`config.mk`:
```
export PLATFORM = sky130hd
export DESIGN_NAME = status_event_summary_unit
export DESIGN_NICKNAME = d
export VERILOG_FILES = /design/src/status_event_summary_pkg.sv /design/src/status_event_summary_unit.sv
export VERILOG_INCLUDE_DIRS = /design/src /design/src/src
export SDC_FILE = /design/constraint.sdc
export NUM_CORES = 1
export LEC_CHECK = 0
export BUFFER_PORTS_ARGS = -buffer_cell sky130_fd_sc_hd__buf_4
export CAP_MARGIN = 20
export CORE_MARGIN = 2
export CORE_UTILIZATION = 52
export DETAILED_ROUTE_END_ITERATION = 12
export HOLD_SLACK_MARGIN = 0.12
export PLACE_DENSITY = 0.9
export SYNTH_ARGS = -nofsm -noshare
export SYNTH_HDL_FRONTEND = slang
export SYNTH_SLANG_ARGS = --single-unit
```
`constraint.sdc`:
```
create_clock -name clk -period 1.7 [get_ports clk]
set_input_delay 0.51 -clock clk [delete_from_list [all_inputs] [get_ports clk]]
set_output_delay 0.51 -clock clk [all_outputs]
set_load 0.03 [all_outputs]
```
`src/status_event_summary_regs.svh`:
```
// Constants of the status and event summary unit: bit positions,
// reset values and default error codes.
// Assumes inclusion by bare name from the design file.
`ifndef STATUS_EVENT_SUMMARY_REGS_SVH
`define STATUS_EVENT_SUMMARY_REGS_SVH

// ----------------------------------------------------------------
// Event status bits
// ----------------------------------------------------------------
`define EVT_OPC_BIT 0
`define EVT_QUERY_ERR_BIT 2
`define EVT_DEV_ERR_BIT 3
`define EVT_EXEC_ERR_BIT 4
`define EVT_CMD_ERR_BIT 5
`define EVT_USER_REQ_BIT 6
`define EVT_POWER_ON_BIT 7
`define EVT_USED_MASK 8'hfd

// ----------------------------------------------------------------
// Operation status bits
// ----------------------------------------------------------------
`define OPR_ALIGN_BIT 0
`define OPR_SWEEP_BIT 3
`define OPR_MEAS_BIT 4
`define OPR_TRIG_WAIT_BIT 5
`define OPR_HARDCOPY_BIT 8
`define OPR_SCAN_RES_BIT 9
`define OPR_RANGE_DONE_BIT 10
`define OPR_THRESH_BIT 13
`define OPR_USED_MASK 16'h2739

// ----------------------------------------------------------------
// Status byte and reset values
// ----------------------------------------------------------------
`define STB_ESB_BIT 5
`define PPE_RESET 8'h00
`define ESE_RESET 8'h00
`define SEF_RESET 8'h80

// ----------------------------------------------------------------
// Default error codes
// ----------------------------------------------------------------
`define ERR_DEV_DEFAULT 16'hfed4
`define ERR_EXEC_DEFAULT 16'hff38
`define ERR_CMD_DEFAULT 16'hff9c

`endif

```
`src/status_event_summary_pkg.sv`:
```
// Types of the status and event summary unit.
// Assumes the command decoder in front of it uses these codes.
package status_event_summary_pkg;

	typedef enum logic [3:0] {
		CMD_NONE,
		CMD_IST_QUERY,
		CMD_PPE_WRITE,
		CMD_PPE_QUERY,
		CMD_ESE_WRITE,
		CMD_ESE_QUERY,
		CMD_SEF_QUERY,
		CMD_OPR_QUERY,
		CMD_OPC
	} cmd_e;

	typedef enum logic [1:0] {
		OPC_IDLE,
		OPC_WAIT
	} opc_state_e;

endpackage

```
`src/status_event_summary_unit.sv`:
```
// Status byte summary, event status and operation status logic.
// Assumes a command decoder on clk that presents one command per cycle,
// and activity levels from the instrument core that may be asynchronous.
`include "status_event_summary_regs.svh"
`timescale 1ns/1ps
`default_nettype none

module status_event_summary_unit (
	input wire logic clk,
	input wire logic rstn,
	input wire logic [3:0] cmd,
	input wire logic cmd_valid,
	input wire logic [7:0] cmd_data,
	input wire logic [7:0] stb_other,
	input wire logic ppoll_req,
	input wire logic exec_idle,
	input wire logic read_no_query,
	input wire logic unread_overrun,
	input wire logic dev_err,
	input wire logic [15:0] dev_err_code,
	input wire logic exec_err,
	input wire logic cmd_err,
	input wire logic go_local,
	input wire logic alignment_running,
	input wire logic sweep_active,
	input wire logic measurement_active,
	input wire logic trig_armed,
	input wire logic hardcopy_busy,
	input wire logic continuous_result_feed,
	input wire logic scan_block_ready,
	input wire logic range_done,
	input wire logic resume_scan_command,
	input wire logic threshold_active,
	output logic [7:0] resp_data,
	output logic resp_valid,
	output logic ist,
	output logic ppoll_resp,
	output logic esb,
	output logic err_push,
	output logic [15:0] err_code
);

	// ----------------------------------------------------------------
	// Pin synchronisers
	// ----------------------------------------------------------------
	// Activity levels come from other domains; three stages, level taken when stages 2 and 3 agree
	localparam int NS = 8;
	logic [NS-1:0] async_in;
	logic [NS-1:0] s1_ff, s2_ff, s3_ff, lvl_ff;
	logic [NS-1:0] nxt_s1, nxt_s2, nxt_s3, nxt_lvl;

	assign async_in = {threshold_active, range_done, scan_block_ready,
		hardcopy_busy, trig_armed, measurement_active, sweep_active,
		alignment_running};

	always_comb begin
		nxt_s1 = async_in;
		nxt_s2 = s1_ff;
		nxt_s3 = s2_ff;
		nxt_lvl = lvl_ff;
		for (int i = 0; i < NS; i++) begin
			if (s2_ff[i] == s3_ff[i]) begin
				nxt_lvl[i] = s3_ff[i];
			end
		end
	end

	always_ff @(posedge clk or negedge rstn) begin
		if (!rstn) begin
			s1_ff <= 8'h00;
			s2_ff <= 8'h00;
			s3_ff <= 8'h00;
			lvl_ff <= 8'h00;
		end else begin
			s1_ff <= nxt_s1;
			s2_ff <= nxt_s2;
			s3_ff <= nxt_s3;
			lvl_ff <= nxt_lvl;
		end
	end

	// ----------------------------------------------------------------
	// Event status, enables and operation complete
	// ----------------------------------------------------------------
	logic [7:0] sef_ff, nxt_sef;
	logic [7:0] ese_ff, nxt_ese;
	logic [7:0] ppe_ff, nxt_ppe;
	status_event_summary_pkg::opc_state_e opc_ff, nxt_opc;
	logic [7:0] evt_set;
	logic sef_read;

	assign sef_read = cmd_valid &&
		cmd == 4'(status_event_summary_pkg::CMD_SEF_QUERY);

	always_comb begin
		nxt_opc = opc_ff;
		evt_set = 8'h00;
		case (opc_ff)
			status_event_summary_pkg::OPC_IDLE: begin
				if (cmd_valid &&
					cmd == 4'(status_event_summary_pkg::CMD_OPC)) begin
					nxt_opc = status_event_summary_pkg::OPC_WAIT;
				end
			end
			default: begin
				if (exec_idle) begin
					evt_set[`EVT_OPC_BIT] = 1'b1;
					nxt_opc = status_event_summary_pkg::OPC_IDLE;
				end
			end
		endcase
		evt_set[`EVT_QUERY_ERR_BIT] = read_no_query | unread_overrun;
		evt_set[`EVT_DEV_ERR_BIT] = dev_err;
		evt_set[`EVT_EXEC_ERR_BIT] = exec_err;
		evt_set[`EVT_CMD_ERR_BIT] = cmd_err;
		evt_set[`EVT_USER_REQ_BIT] = go_local;
		// Reading clears, but a simultaneous event survives
		nxt_sef = (sef_read ? 8'h00 : sef_ff) | evt_set;
		nxt_sef = nxt_sef & `EVT_USED_MASK;
		nxt_ese = ese_ff;
		nxt_ppe = ppe_ff;
		if (cmd_valid &&
			cmd == 4'(status_event_summary_pkg::CMD_ESE_WRITE)) begin
			nxt_ese = cmd_data;
		end
		if (cmd_valid &&
			cmd == 4'(status_event_summary_pkg::CMD_PPE_WRITE)) begin
			nxt_ppe = cmd_data;
		end
	end

	always_ff @(posedge clk or negedge rstn) begin
		if (!rstn) begin
			sef_ff <= `SEF_RESET;
			ese_ff <= `ESE_RESET;
			ppe_ff <= `PPE_RESET;
			opc_ff <= status_event_summary_pkg::OPC_IDLE;
		end else begin
			sef_ff <= nxt_sef;
			ese_ff <= nxt_ese;
			ppe_ff <= nxt_ppe;
			opc_ff <= nxt_opc;
		end
	end

	// ----------------------------------------------------------------
	// Error queue push
	// ----------------------------------------------------------------
	logic nxt_err_push;
	logic [15:0] nxt_err_code;

	always_comb begin
		nxt_err_push = dev_err | exec_err | cmd_err;
		nxt_err_code = err_code;
		// Priority when several strike together: command over others
		if (cmd_err) begin
			nxt_err_code = `ERR_CMD_DEFAULT;
		end else if (exec_err) begin
			nxt_err_code = `ERR_EXEC_DEFAULT;
		end else if (dev_err) begin
			nxt_err_code = dev_err_code;
		end
	end

	always_ff @(posedge clk or negedge rstn) begin
		if (!rstn) begin
			err_push <= 1'b0;
			err_code <= 16'h0000;
		end else begin
			err_push <= nxt_err_push;
			err_code <= nxt_err_code;
		end
	end

	// ----------------------------------------------------------------
	// Operation status: live levels OR latched since last read
	// ----------------------------------------------------------------
	logic [15:0] opr_live, opr_hist_ff, nxt_opr_hist, opr_view;
	logic scan_q_ff, range_q_ff;
	logic scan_rise, range_rise, range_flag_ff, nxt_range_flag;
	logic opr_read;

	assign opr_read = cmd_valid &&
		cmd == 4'(status_event_summary_pkg::CMD_OPR_QUERY);
	assign scan_rise = lvl_ff[5] & ~scan_q_ff;
	assign range_rise = lvl_ff[6] & ~range_q_ff;

	always_comb begin
		opr_live = 16'h0000;
		opr_live[`OPR_ALIGN_BIT] = lvl_ff[0];
		opr_live[`OPR_SWEEP_BIT] = lvl_ff[1] | lvl_ff[2];
		opr_live[`OPR_MEAS_BIT] = lvl_ff[1] | lvl_ff[2];
		opr_live[`OPR_TRIG_WAIT_BIT] = lvl_ff[3];
		opr_live[`OPR_HARDCOPY_BIT] = lvl_ff[4];
		opr_live[`OPR_SCAN_RES_BIT] = scan_rise & continuous_result_feed;
		opr_live[`OPR_RANGE_DONE_BIT] = range_flag_ff;
		opr_live[`OPR_THRESH_BIT] = lvl_ff[7];
		nxt_range_flag = range_flag_ff;
		if (resume_scan_command) begin
			nxt_range_flag = 1'b0;
		end
		if (range_rise) begin
			nxt_range_flag = 1'b1;
		end
		// history cleared on read, new activity kept
		nxt_opr_hist = (opr_read ? 16'h0000 : opr_hist_ff) | opr_live;
		opr_view = (opr_live | opr_hist_ff) & `OPR_USED_MASK;
	end

	always_ff @(posedge clk or negedge rstn) begin
		if (!rstn) begin
			opr_hist_ff <= 16'h0000;
			scan_q_ff <= 1'b0;
			range_q_ff <= 1'b0;
			range_flag_ff <= 1'b0;
		end else begin
			opr_hist_ff <= nxt_opr_hist;
			scan_q_ff <= lvl_ff[5];
			range_q_ff <= lvl_ff[6];
			range_flag_ff <= nxt_range_flag;
		end
	end

	// ----------------------------------------------------------------
	// Status byte summary, IST and query answers
	// ----------------------------------------------------------------
	logic nxt_esb, nxt_ist, nxt_ppoll, nxt_resp_valid;
	logic [7:0] stb_view, nxt_resp;

	always_comb begin
		nxt_esb = |(nxt_sef & nxt_ese);
		stb_view = stb_other;
		stb_view[`STB_ESB_BIT] = esb;
		nxt_ist = |(stb_view & ppe_ff);
		nxt_ppoll = ppoll_req & nxt_ist;
		nxt_resp_valid = 1'b0;
		nxt_resp = resp_data;
		if (cmd_valid) begin
			nxt_resp_valid = 1'b1;
			case (cmd)
				4'(status_event_summary_pkg::CMD_IST_QUERY):
					nxt_resp = {7'h00, ist};
				4'(status_event_summary_pkg::CMD_PPE_QUERY):
					nxt_resp = ppe_ff;
				4'(status_event_summary_pkg::CMD_ESE_QUERY):
					nxt_resp = ese_ff;
				4'(status_event_summary_pkg::CMD_SEF_QUERY):
					nxt_resp = sef_ff;
				4'(status_event_summary_pkg::CMD_OPR_QUERY):
					nxt_resp = opr_view[7:0];
				default:
					nxt_resp_valid = 1'b0;
			endcase
		end
	end

	always_ff @(posedge clk or negedge rstn) begin
		if (!rstn) begin
			esb <= 1'b0;
			ist <= 1'b0;
			ppoll_resp <= 1'b0;
			resp_valid <= 1'b0;
			resp_data <= 8'h00;
		end else begin
			esb <= nxt_esb;
			ist <= nxt_ist;
			ppoll_resp <= nxt_ppoll;
			resp_valid <= nxt_resp_valid;
			resp_data <= nxt_resp;
		end
	end

	// ----------------------------------------------------------------
	// Assertions
	// ----------------------------------------------------------------
	property p_ist_mask;
		@(posedge clk) disable iff (!rstn)
		ist == |($past(stb_view) & $past(ppe_ff));
	endproperty
	a_ist_mask: assert property (p_ist_mask)
		else $error("ist not masked status OR");

	property p_ppoll;
		@(posedge clk) disable iff (!rstn)
		ppoll_resp |-> ist;
	endproperty
	a_ppoll: assert property (p_ppoll)
		else $error("poll answer without ist");

	property p_ppe_wr;
		@(posedge clk) disable iff (!rstn)
		cmd_valid && cmd == 4'(status_event_summary_pkg::CMD_PPE_WRITE)
		|=> ppe_ff == $past(cmd_data);
	endproperty
	a_ppe_wr: assert property (p_ppe_wr)
		else $error("poll mask not written");

	property p_esb;
		@(posedge clk) disable iff (!rstn)
		|(sef_ff & ese_ff) |-> esb;
	endproperty
	a_esb: assert property (p_esb)
		else $error("event summary missing");

	property p_ese_wr;
		@(posedge clk) disable iff (!rstn)
		cmd_valid && cmd == 4'(status_event_summary_pkg::CMD_ESE_WRITE)
		|=> ese_ff == $past(cmd_data);
	endproperty
	a_ese_wr: assert property (p_ese_wr)
		else $error("enable mask not written");

	property p_sef_q;
		@(posedge clk) disable iff (!rstn)
		sef_read |=> resp_valid && resp_data == $past(sef_ff);
	endproperty
	a_sef_q: assert property (p_sef_q)
		else $error("event query answer wrong");

	property p_opc;
		@(posedge clk) disable iff (!rstn)
		opc_ff == status_event_summary_pkg::OPC_WAIT && exec_idle
		|=> sef_ff[`EVT_OPC_BIT];
	endproperty
	a_opc: assert property (p_opc)
		else $error("operation complete not set");

	property p_cmd_err;
		@(posedge clk) disable iff (!rstn)
		cmd_err |=> sef_ff[`EVT_CMD_ERR_BIT] && err_push;
	endproperty
	a_cmd_err: assert property (p_cmd_err)
		else $error("command error not recorded");

	property p_opr_zero;
		@(posedge clk) disable iff (!rstn)
		opr_view[15] == 1'b0 && sef_ff[1] == 1'b0;
	endproperty
	a_opr_zero: assert property (p_opr_zero)
		else $error("unused status bit set");

	property p_sweep_pair;
		@(posedge clk) disable iff (!rstn)
		opr_view[`OPR_SWEEP_BIT] == opr_view[`OPR_MEAS_BIT];
	endproperty
	a_sweep_pair: assert property (p_sweep_pair)
		else $error("sweep bits differ");

	property p_scan_feed;
		@(posedge clk) disable iff (!rstn)
		opr_live[`OPR_SCAN_RES_BIT] |-> continuous_result_feed;
	endproperty
	a_scan_feed: assert property (p_scan_feed)
		else $error("scan bit without result feed");

	property p_range_hold;
		@(posedge clk) disable iff (!rstn)
		range_flag_ff && !resume_scan_command |=> range_flag_ff;
	endproperty
	a_range_hold: assert property (p_range_hold)
		else $error("range flag dropped before resume");

	c_opc: cover property (@(posedge clk) disable iff (!rstn)
		opc_ff == status_event_summary_pkg::OPC_WAIT ##[1:20]
		sef_ff[`EVT_OPC_BIT]);
	c_esb: cover property (@(posedge clk) disable iff (!rstn) $rose(esb));
	c_ppoll: cover property (@(posedge clk) disable iff (!rstn)
		ppoll_resp);

endmodule

`default_nettype wire

```
---- After elaboration in Yosys (flattened, before gate mapping) ----
Index checks and enable logic that the tools add are counted.
word-level totals
  word-level logic and storage cells ...... 89
  register bits after elaboration ......... 105
  input port bits ......................... 57
operators by class
  reduce and logical (&&, ||, !) cells .... 15
  mux-type cells .......................... 16
  bitwise gates (word level) .............. 15
  eq/ne operators ......................... 17
operators with widths
  cell                                                                   number
  16-bit 2-to-1 mux                                                      4
  8-bit case mux with 5 select lines                                     1
  8-bit AND                                                              2
  4-bit by 3-bit equality test with 1-bit output, second input constant  4
  8-bit 2-to-1 mux                                                       2
  16-bit by 14-bit OR with 16-bit output                                 1
  8-bit OR reduction                                                     2
  1-bit equality test                                                    8
  4-bit by 2-bit equality test with 1-bit output, second input constant  2
  8-bit by 7-bit OR with 8-bit output                                    1
  1-bit 2-to-1 mux                                                       6
  2-bit 2-to-1 mux                                                       3
  6-bit OR                                                               1
  1-bit logical AND                                                      5
  5-bit nonzero test                                                     1
  5-bit OR reduction                                                     1
  1-bit AND                                                              4
  4-bit by 1-bit equality test with 1-bit output, second input constant  1
  4-bit equality test, second input constant                             1
  1-bit OR                                                               4
  2-bit AND reduction                                                    2
  2-bit nonzero test                                                     2
  3-bit nonzero test                                                     1
  2-bit logical NOT                                                      1
  2 further kinds                                                        3

---- Depth between registers and ports, before layout ----
Gate-level depths: netlist (run 1).
  depth after elaboration ................. 6
  mapped depth ............................ 7

---- Worst setup path after synthesis (run 1) ----
Ideal clock, no wire load.
  path type ............................... in2reg
  start point ............................. input cmd[0]
  end point ............................... register esb
  setup time .............................. 139 ps
  cell stages on the path ................. 6
  data arrival time ....................... 1946 ps
  data required time ...................... 1561 ps
  setup slack ............................. -384 ps
  buffers on the path ..................... 1
  cell sequence ........................... buf_6 and4bb_1 mux2_2 a32oi_1 o211ai_1 or4_1
between the ends
  longest elaborated chain between the ends .. 6
  elaborated cells between the ends (all ways) .. 9
  classes of those cells .................. eq/ne (2); mux (2); bitwise (2); reduce/logical (3)
RTL lines
  what                                            RTL line                          text
  start: declaration                              status_event_summary_unit.sv:11   input wire logic [3:0] cmd,
  4-bit by 3-bit equality test with 1-bit output  status_event_summary_unit.sv:93   cmd == 4'(status_event_summary_pkg::CMD_SEF_QUERY);
  1-bit logical AND                               status_event_summary_unit.sv:92   assign sef_read = cmd_valid &&
  8-bit 2-to-1 mux                                status_event_summary_unit.sv:118  nxt_sef = (sef_read ? 8'h00 : sef_ff) | evt_set;
  8-bit by 7-bit OR with 8-bit output             status_event_summary_unit.sv:118
  8-bit AND (*)                                   status_event_summary_unit.sv:231  nxt_esb = |(nxt_sef & nxt_ese);
  8-bit OR reduction (*)                          status_event_summary_unit.sv:231
  named net nxt_esb                               status_event_summary_unit.sv:227  logic nxt_esb, nxt_ist, nxt_ppoll, nxt_resp_valid;
  end signal: assignment                          status_event_summary_unit.sv:265  esb <= nxt_esb;
  end: declaration                                status_event_summary_unit.sv:38   output logic esb,
The timed path passes the listed nets; every way through them passes the cells marked *.
A chain may end at the register's enable or synchronous reset.

---- Worst setup path after layout (run 1) ----
Ends and elaborated chain as after synthesis.

==> impl_metrics.toml, run 1 <==
[run_status]
status = "finished with violations"
failed_checks = "negative setup slack"

[sta]
hold_viol = 0
rsz0062_at_grt = "true"
setup_viol_count_final = 1
drv_slew = 0
fin_crit_ns = 1.75
fmax_mhz = 573
min_period_over_period_pct = 103
relSlewSlack_pct = 76.3
skew_ns = 0.00767
fin_ws_ns = -0.0456
timing.hold.ws_ns = 0.263
tightest_slew_ns = 0.355

[global_route]
track_usage_pct = 26.1
grt_pass1_wl_um = 12700
grt_pass1_vias = 2719
grt_overflow_total = 0
grt_max_degree = 29
grt_antenna_before_repair = 0

[critical_path]
cp.arrival_ns = 1.96
end_kind = "register"
criticalPathCategory = "in2reg"
cp_max_fo = 5
required_ns = 1.92
crit_path_start_kind = "input pin"

[cts]
numCtsBuffers = 9
root_buffer = "clkbuf_8"
clkTransAtPathRegs_ns = 0.08
cts_sinks = 73
cts_buffer_depth = 2
insertion_delay_ns = 0.35
cts_max_level = 3
cts_tree = "done"

[finish]
diodes = 0
final_common_cell = "buf_4"
seq_area_um2 = 1830
drive_above_1_share_pct = 38.4
nFillCells = 433
nets = 445
utilization_pct = 73.2
final_cell_mix = "buf_4, dfrtp_1, nand2_1, nor2_1"
multiInputGateArea_um2 = 1190
finalNonFillerCells = 468
synthToLayoutAreaGrowth_pct = 38.2

[place]
dp_hpwl_um = 5900
place_inst = 451
dpl_worst_slack_ns = -0.435
place.gp.congestion = 0.884
numPortBuffers = 78

[synthesis]
synth_edf_count = 0
synth-compound-area-share_pct = 14.7
synth_ff_type = "dfrtp_1"
yosys.area_share.simple_pct = 13.4
synth_seq_cells = 73
synth_top_cell_area_share_pct = 58.5
synthAdderAreaFrac_pct = 1.30
yosysSeqAreaShare_pct = 59.3
ys_async_sr_fraction_pct = 100
muxShareOfSynthArea_pct = 8.85
syn-mean-instance-area_um2 = 11.5
netlist_area_um2 = 3080
syn-num-nets = 326
yosysTopAreaCell = "dfrtp_1"
ys_types = 46
yosys-top-cells-area = "dfrtp_1, mux2i_1, nand2_1, mux2_2, a22oi_1"
synthCells = 269
synth-xor-area-share_pct = 0
synth_top_family_by_area = "compound AO/OA/AOI/OAI gates"
ys_warn_count = 0

[route]
detail-route-antenna-nets = 0
wl_per_cell_um = 16.8
drt_iter0_drc = 110
viasPerCell = 5.53
drtPass1Iterations = 5
route.detailed.drc = 0
via_count = 2586
routed_wl_um = 7860

[job]
drv_cap = 0

[die]
ioPinCount = 86
die_w_um = 81.0
dieArea_um2 = 6560
rows = 28
fp.dieH_um = 81.0
start_util_pct = 53.0
core-area_um2 = 5820

[worst_hold_path]
hp-class = "in2reg"

[power]
leakage_nw = 1.93
powerDensity_nw_per_um2 = 1010
peakVddDrop_v = 0.000897
[layer usage]
metal | vias to the layer above | wire length (µm) | track usage [%] | part of all wire [%]
li1 | 1210 | - | - | -
met1 | 1245 | 3200 | 32.8 | 41
met2 | 120 | 4040 | 44.4 | 51
met3 | 11 | 562 | 5.11 | 7.2
met4 | 0 | 62 | 10.8 | 0.79
met5 | - | 0 | 0 | 0
[synthesized netlist by cell type (4+ instances only)]
master,n
nand2_1,37
a221oi_1,4
mux2i_1,16
nor2_1,19
a22oi_1,12
a21oi_1,16
a21o_1,6
nor2b_1,6
dfrtp_1,72
maj3_1,4
clkbuf_1,5
or3_1,5
o21ai_0,8
mux2_2,10
[timing repair]
item / 4_1_cts / 5_1_grt
endpoints found under the hold margin: 25 / 0
buffers inserted: 0 / 0
hold buffers: 1 / 0
gates resized for setup: 6 / 1
pin swaps: 0 / 2
endpoints found under the setup margin: 1 / 1
[stage by stage]
step	instance area, µm²	total power [mW]	setup TNS (ns)
after global routing	4260	4.51	-0.0857
after global placement	4030	2.94	-1.46
final	4260	4.31	-0.0456
after floorplan	3090	2.55	-0.265
after detailed placement	4030	2.98	-1.96
after CTS	4250	4.33	-0.0186
[layout make-up]
cell class	count	share of cell area [%]
sequential	73	42.9
multi-input combinational	182	28.1
timing repair buffer	119	22.0
clock buffer	9	2.91
tap	75	2.20
clock inverter	7	1.65
inverter	3	0.264
[report_power, final]
part / switching [mW] / total [mW] / internal [mW] / leakage (nW)
sequential: 0.150 / 2.08 / 1.93 / 0.817
combinational: 0.453 / 0.878 / 0.426 / 1.01
clock: 0.675 / 1.35 / 0.677 / 0.0994
[final timing paths]
kind	start	to	slack (ns)	cells past startpoint
max in group asynchronous	rstn	err_code[15]	0.54	3
min in group asynchronous	rstn	nxt_s3[0]	0.61	2
setup / recovery	cmd[0]	esb	-0.05	6
hold / removal	measurement_active	nxt_s2[2]	0.26	1
setup reg to reg	sef_ff[2]	esb	0.16	4
hold reg to reg	nxt_s2[3]	nxt_s3[3]	0.35	0
[kinds of logic (layout without fill, tap and decap cells)]
family | count (synthesis) | count (layout)
AOI/OAI and AO/OA | 66 | 66
adders and majority gates | 4 | 4
buffers and inverters | 14 | 138
DFF | 73 | 73
muxes | 26 | 26
and+or+nand+nor | 86 | 86
[critical path, stage by stage]
cell      delay (ns)
buf_8           0.10
and4bb_2        0.33
mux2_4          0.31
a32oi_2         0.18
o211ai_1        0.10
or4_1           0.42
[state kept, by name (all words and copies together), names as in the netlist, 4 cells and up]
name,flops
opr_hist_ff,4
sef_ff,7
resp_data,8
ppe_ff,8
err_code,16
nxt_s3,4
s3_ff,4
ese_ff,8
nxt_s2,4
lvl_ff,4
No activity file was read; power rests on OpenSTA's default activity.
==> run 2, diff against run 1 <==
- RECOVER_POWER: default -> 50
==> run 2 against run 1 <==
The run still ends with negative setup slack left. Critical path depth unchanged. First-iteration DRC count is 11% higher. Utilization fell by 0.43 points. Critical path type unchanged.
==> impl_metrics.toml, run 2 (synthesis gave the netlist of run 1 again) <==
[die]
fp.dieH_um = 81.0
core-area_um2 = 5820
ioPinCount = 86
rows = 28
start_util_pct = 53.0
die_w_um = 81.0
dieArea_um2 = 6560

[finish]
largest_reg_flops = 16
nFillCells = 439
nets = 445
final_common_cell = "buf_4"
synthToLayoutAreaGrowth_pct = 37.4
diodes = 0
finalNonFillerCells = 468
final_cell_mix = "buf_4, dfrtp_1, nand2_1, nor2_1"
multiInputGateArea_um2 = 1190
finalInstanceArea_um2 = 4230
drive_above_1_share_pct = 38.2
regMostFlops = "err_code"
seq_area_um2 = 1830

[critical_path]
crit_path_start_kind = "input pin"
cp.arrival_ns = 1.96
r2r_setup_slack_ns = 0.15
r2r_cells = 4
r2r-end = "esb"
end_kind = "register"
cp_max_fo = 5
required_ns = 1.92
regToRegStartpoint = "sef_ff[2]"
criticalPathCategory = "in2reg"

[global_route]
use_met1_pct = 32.8
track_usage_pct = 26.1
grt-busiest-layer = "met2"
grt_pass1_vias = 2719
use_met2_pct = 44.4
grt_max_degree = 29
grtUsageMet3_pct = 5.11
grt_antenna_before_repair = 0
grt_pass1_wl_um = 12700
grt_overflow_total = 0

[run_status]
status = "finished with violations"
failed_checks = "negative setup slack"

[power]
leakage_nw = 1.92
peakVddDrop_v = 0.000895
p_total_mw = 4.30
powerDensity_nw_per_um2 = 1020

[place]
place.gp.congestion = 0.884
place_inst = 451
dpl_cell_area_um2 = 4030
dp_hpwl_um = 5900
numPortBuffers = 78

[sta]
setup_viol_count_final = 1
fin_ws_ns = -0.0458
rsz0062_at_grt = "true"
timing.hold.ws_ns = 0.285
drv_slew = 0
fmax_mhz = 573
tightest_slew_ns = 0.660
skew_ns = 0.00747
relSlewSlack_pct = 56.0
hold_viol = 0
fin_crit_ns = 1.75
min_period_over_period_pct = 103
final.setup.tns_ns = -0.0458

[cts]
cts_tree = "done"
numCtsBuffers = 9
root_buffer = "clkbuf_8"
cts_setup_buffers = 0
cts_max_level = 3
cts_sinks = 73
clkTransAtPathRegs_ns = 0.08
insertion_delay_ns = 0.35
cts_buffer_depth = 2

[route]
drt_iter0_drc = 122
route.detailed.drc = 0
detail-route-antenna-nets = 0
drtPass1Iterations = 4
viasPerCell = 5.53
via_count = 2588
routed_wl_um = 7830
wl_per_cell_um = 16.7

[worst_hold_path]
hold_depth = 1
hold_start = "measurement_active"
min_to = "nxt_s2[2]"
hp-class = "in2reg"

[job]
drv_cap = 0
## run 2: routing by layer
layer	up-vias	routed length [µm]
met5	-	0
met4	0	99
met3	11	533
met2	113	3990
met1	1257	3210
li1	1207	-
## run 2: how the worst max path moves through the flow
stage | startpoint | to | slack (ns)
after floorplan | cmd[0] | esb | -0.26
after global placement | cmd[3] | esb | -0.40
after detailed placement | cmd[3] | esb | -0.44
after CTS | cmd[0] | esb | -0.02
after global routing | cmd[0] | esb | -0.09
final | cmd[0] | esb | -0.05
## run 2: metrics by stage
| stage | utilization (%) | worst slack, ns |
|---|---|---|
| 2_1_floorplan | - | -0.265 |
| 3_3_place_gp | 69.2 | -0.405 |
| 3_5_place_dp | 69.2 | -0.435 |
| 4_1_cts | 73.1 | -0.0186 |
| 5_1_grt | 72.8 | -0.0857 |
| 6_report | 72.8 | -0.0458 |
## run 2: final cells by class
class	count	area share, %
Sequential cell	73	43.2
Clock inverter	7	1.66
Timing Repair Buffer	119	21.6
Multi-Input combinational cell	182	28.1
Clock buffer	9	2.93
Tap cell	75	2.22
Inverter	3	0.266
## run 2: repair_timing
| action | CTS | global route |
|---|---|---|
| hold buffers | 1 | 0 |
| pin swaps | 0 | 2 |
| endpoints found under the setup margin | 1 | 1 |
| gates resized for setup | 6 | 1 |
| endpoints found under the hold margin | 25 | 0 |
## run 2: worst max-delay path: stages
cell,delay (ns)
buf_8,0.10
and4bb_2,0.33
mux2_4,0.31
a32oi_2,0.18
o211ai_1,0.10
or4_1,0.42
## run 2: power breakdown
part           internal (mW)  switching, mW
Combinational          0.419          0.451
Clock                  0.677          0.675
Sequential              1.93          0.151
Total                   3.02           1.28
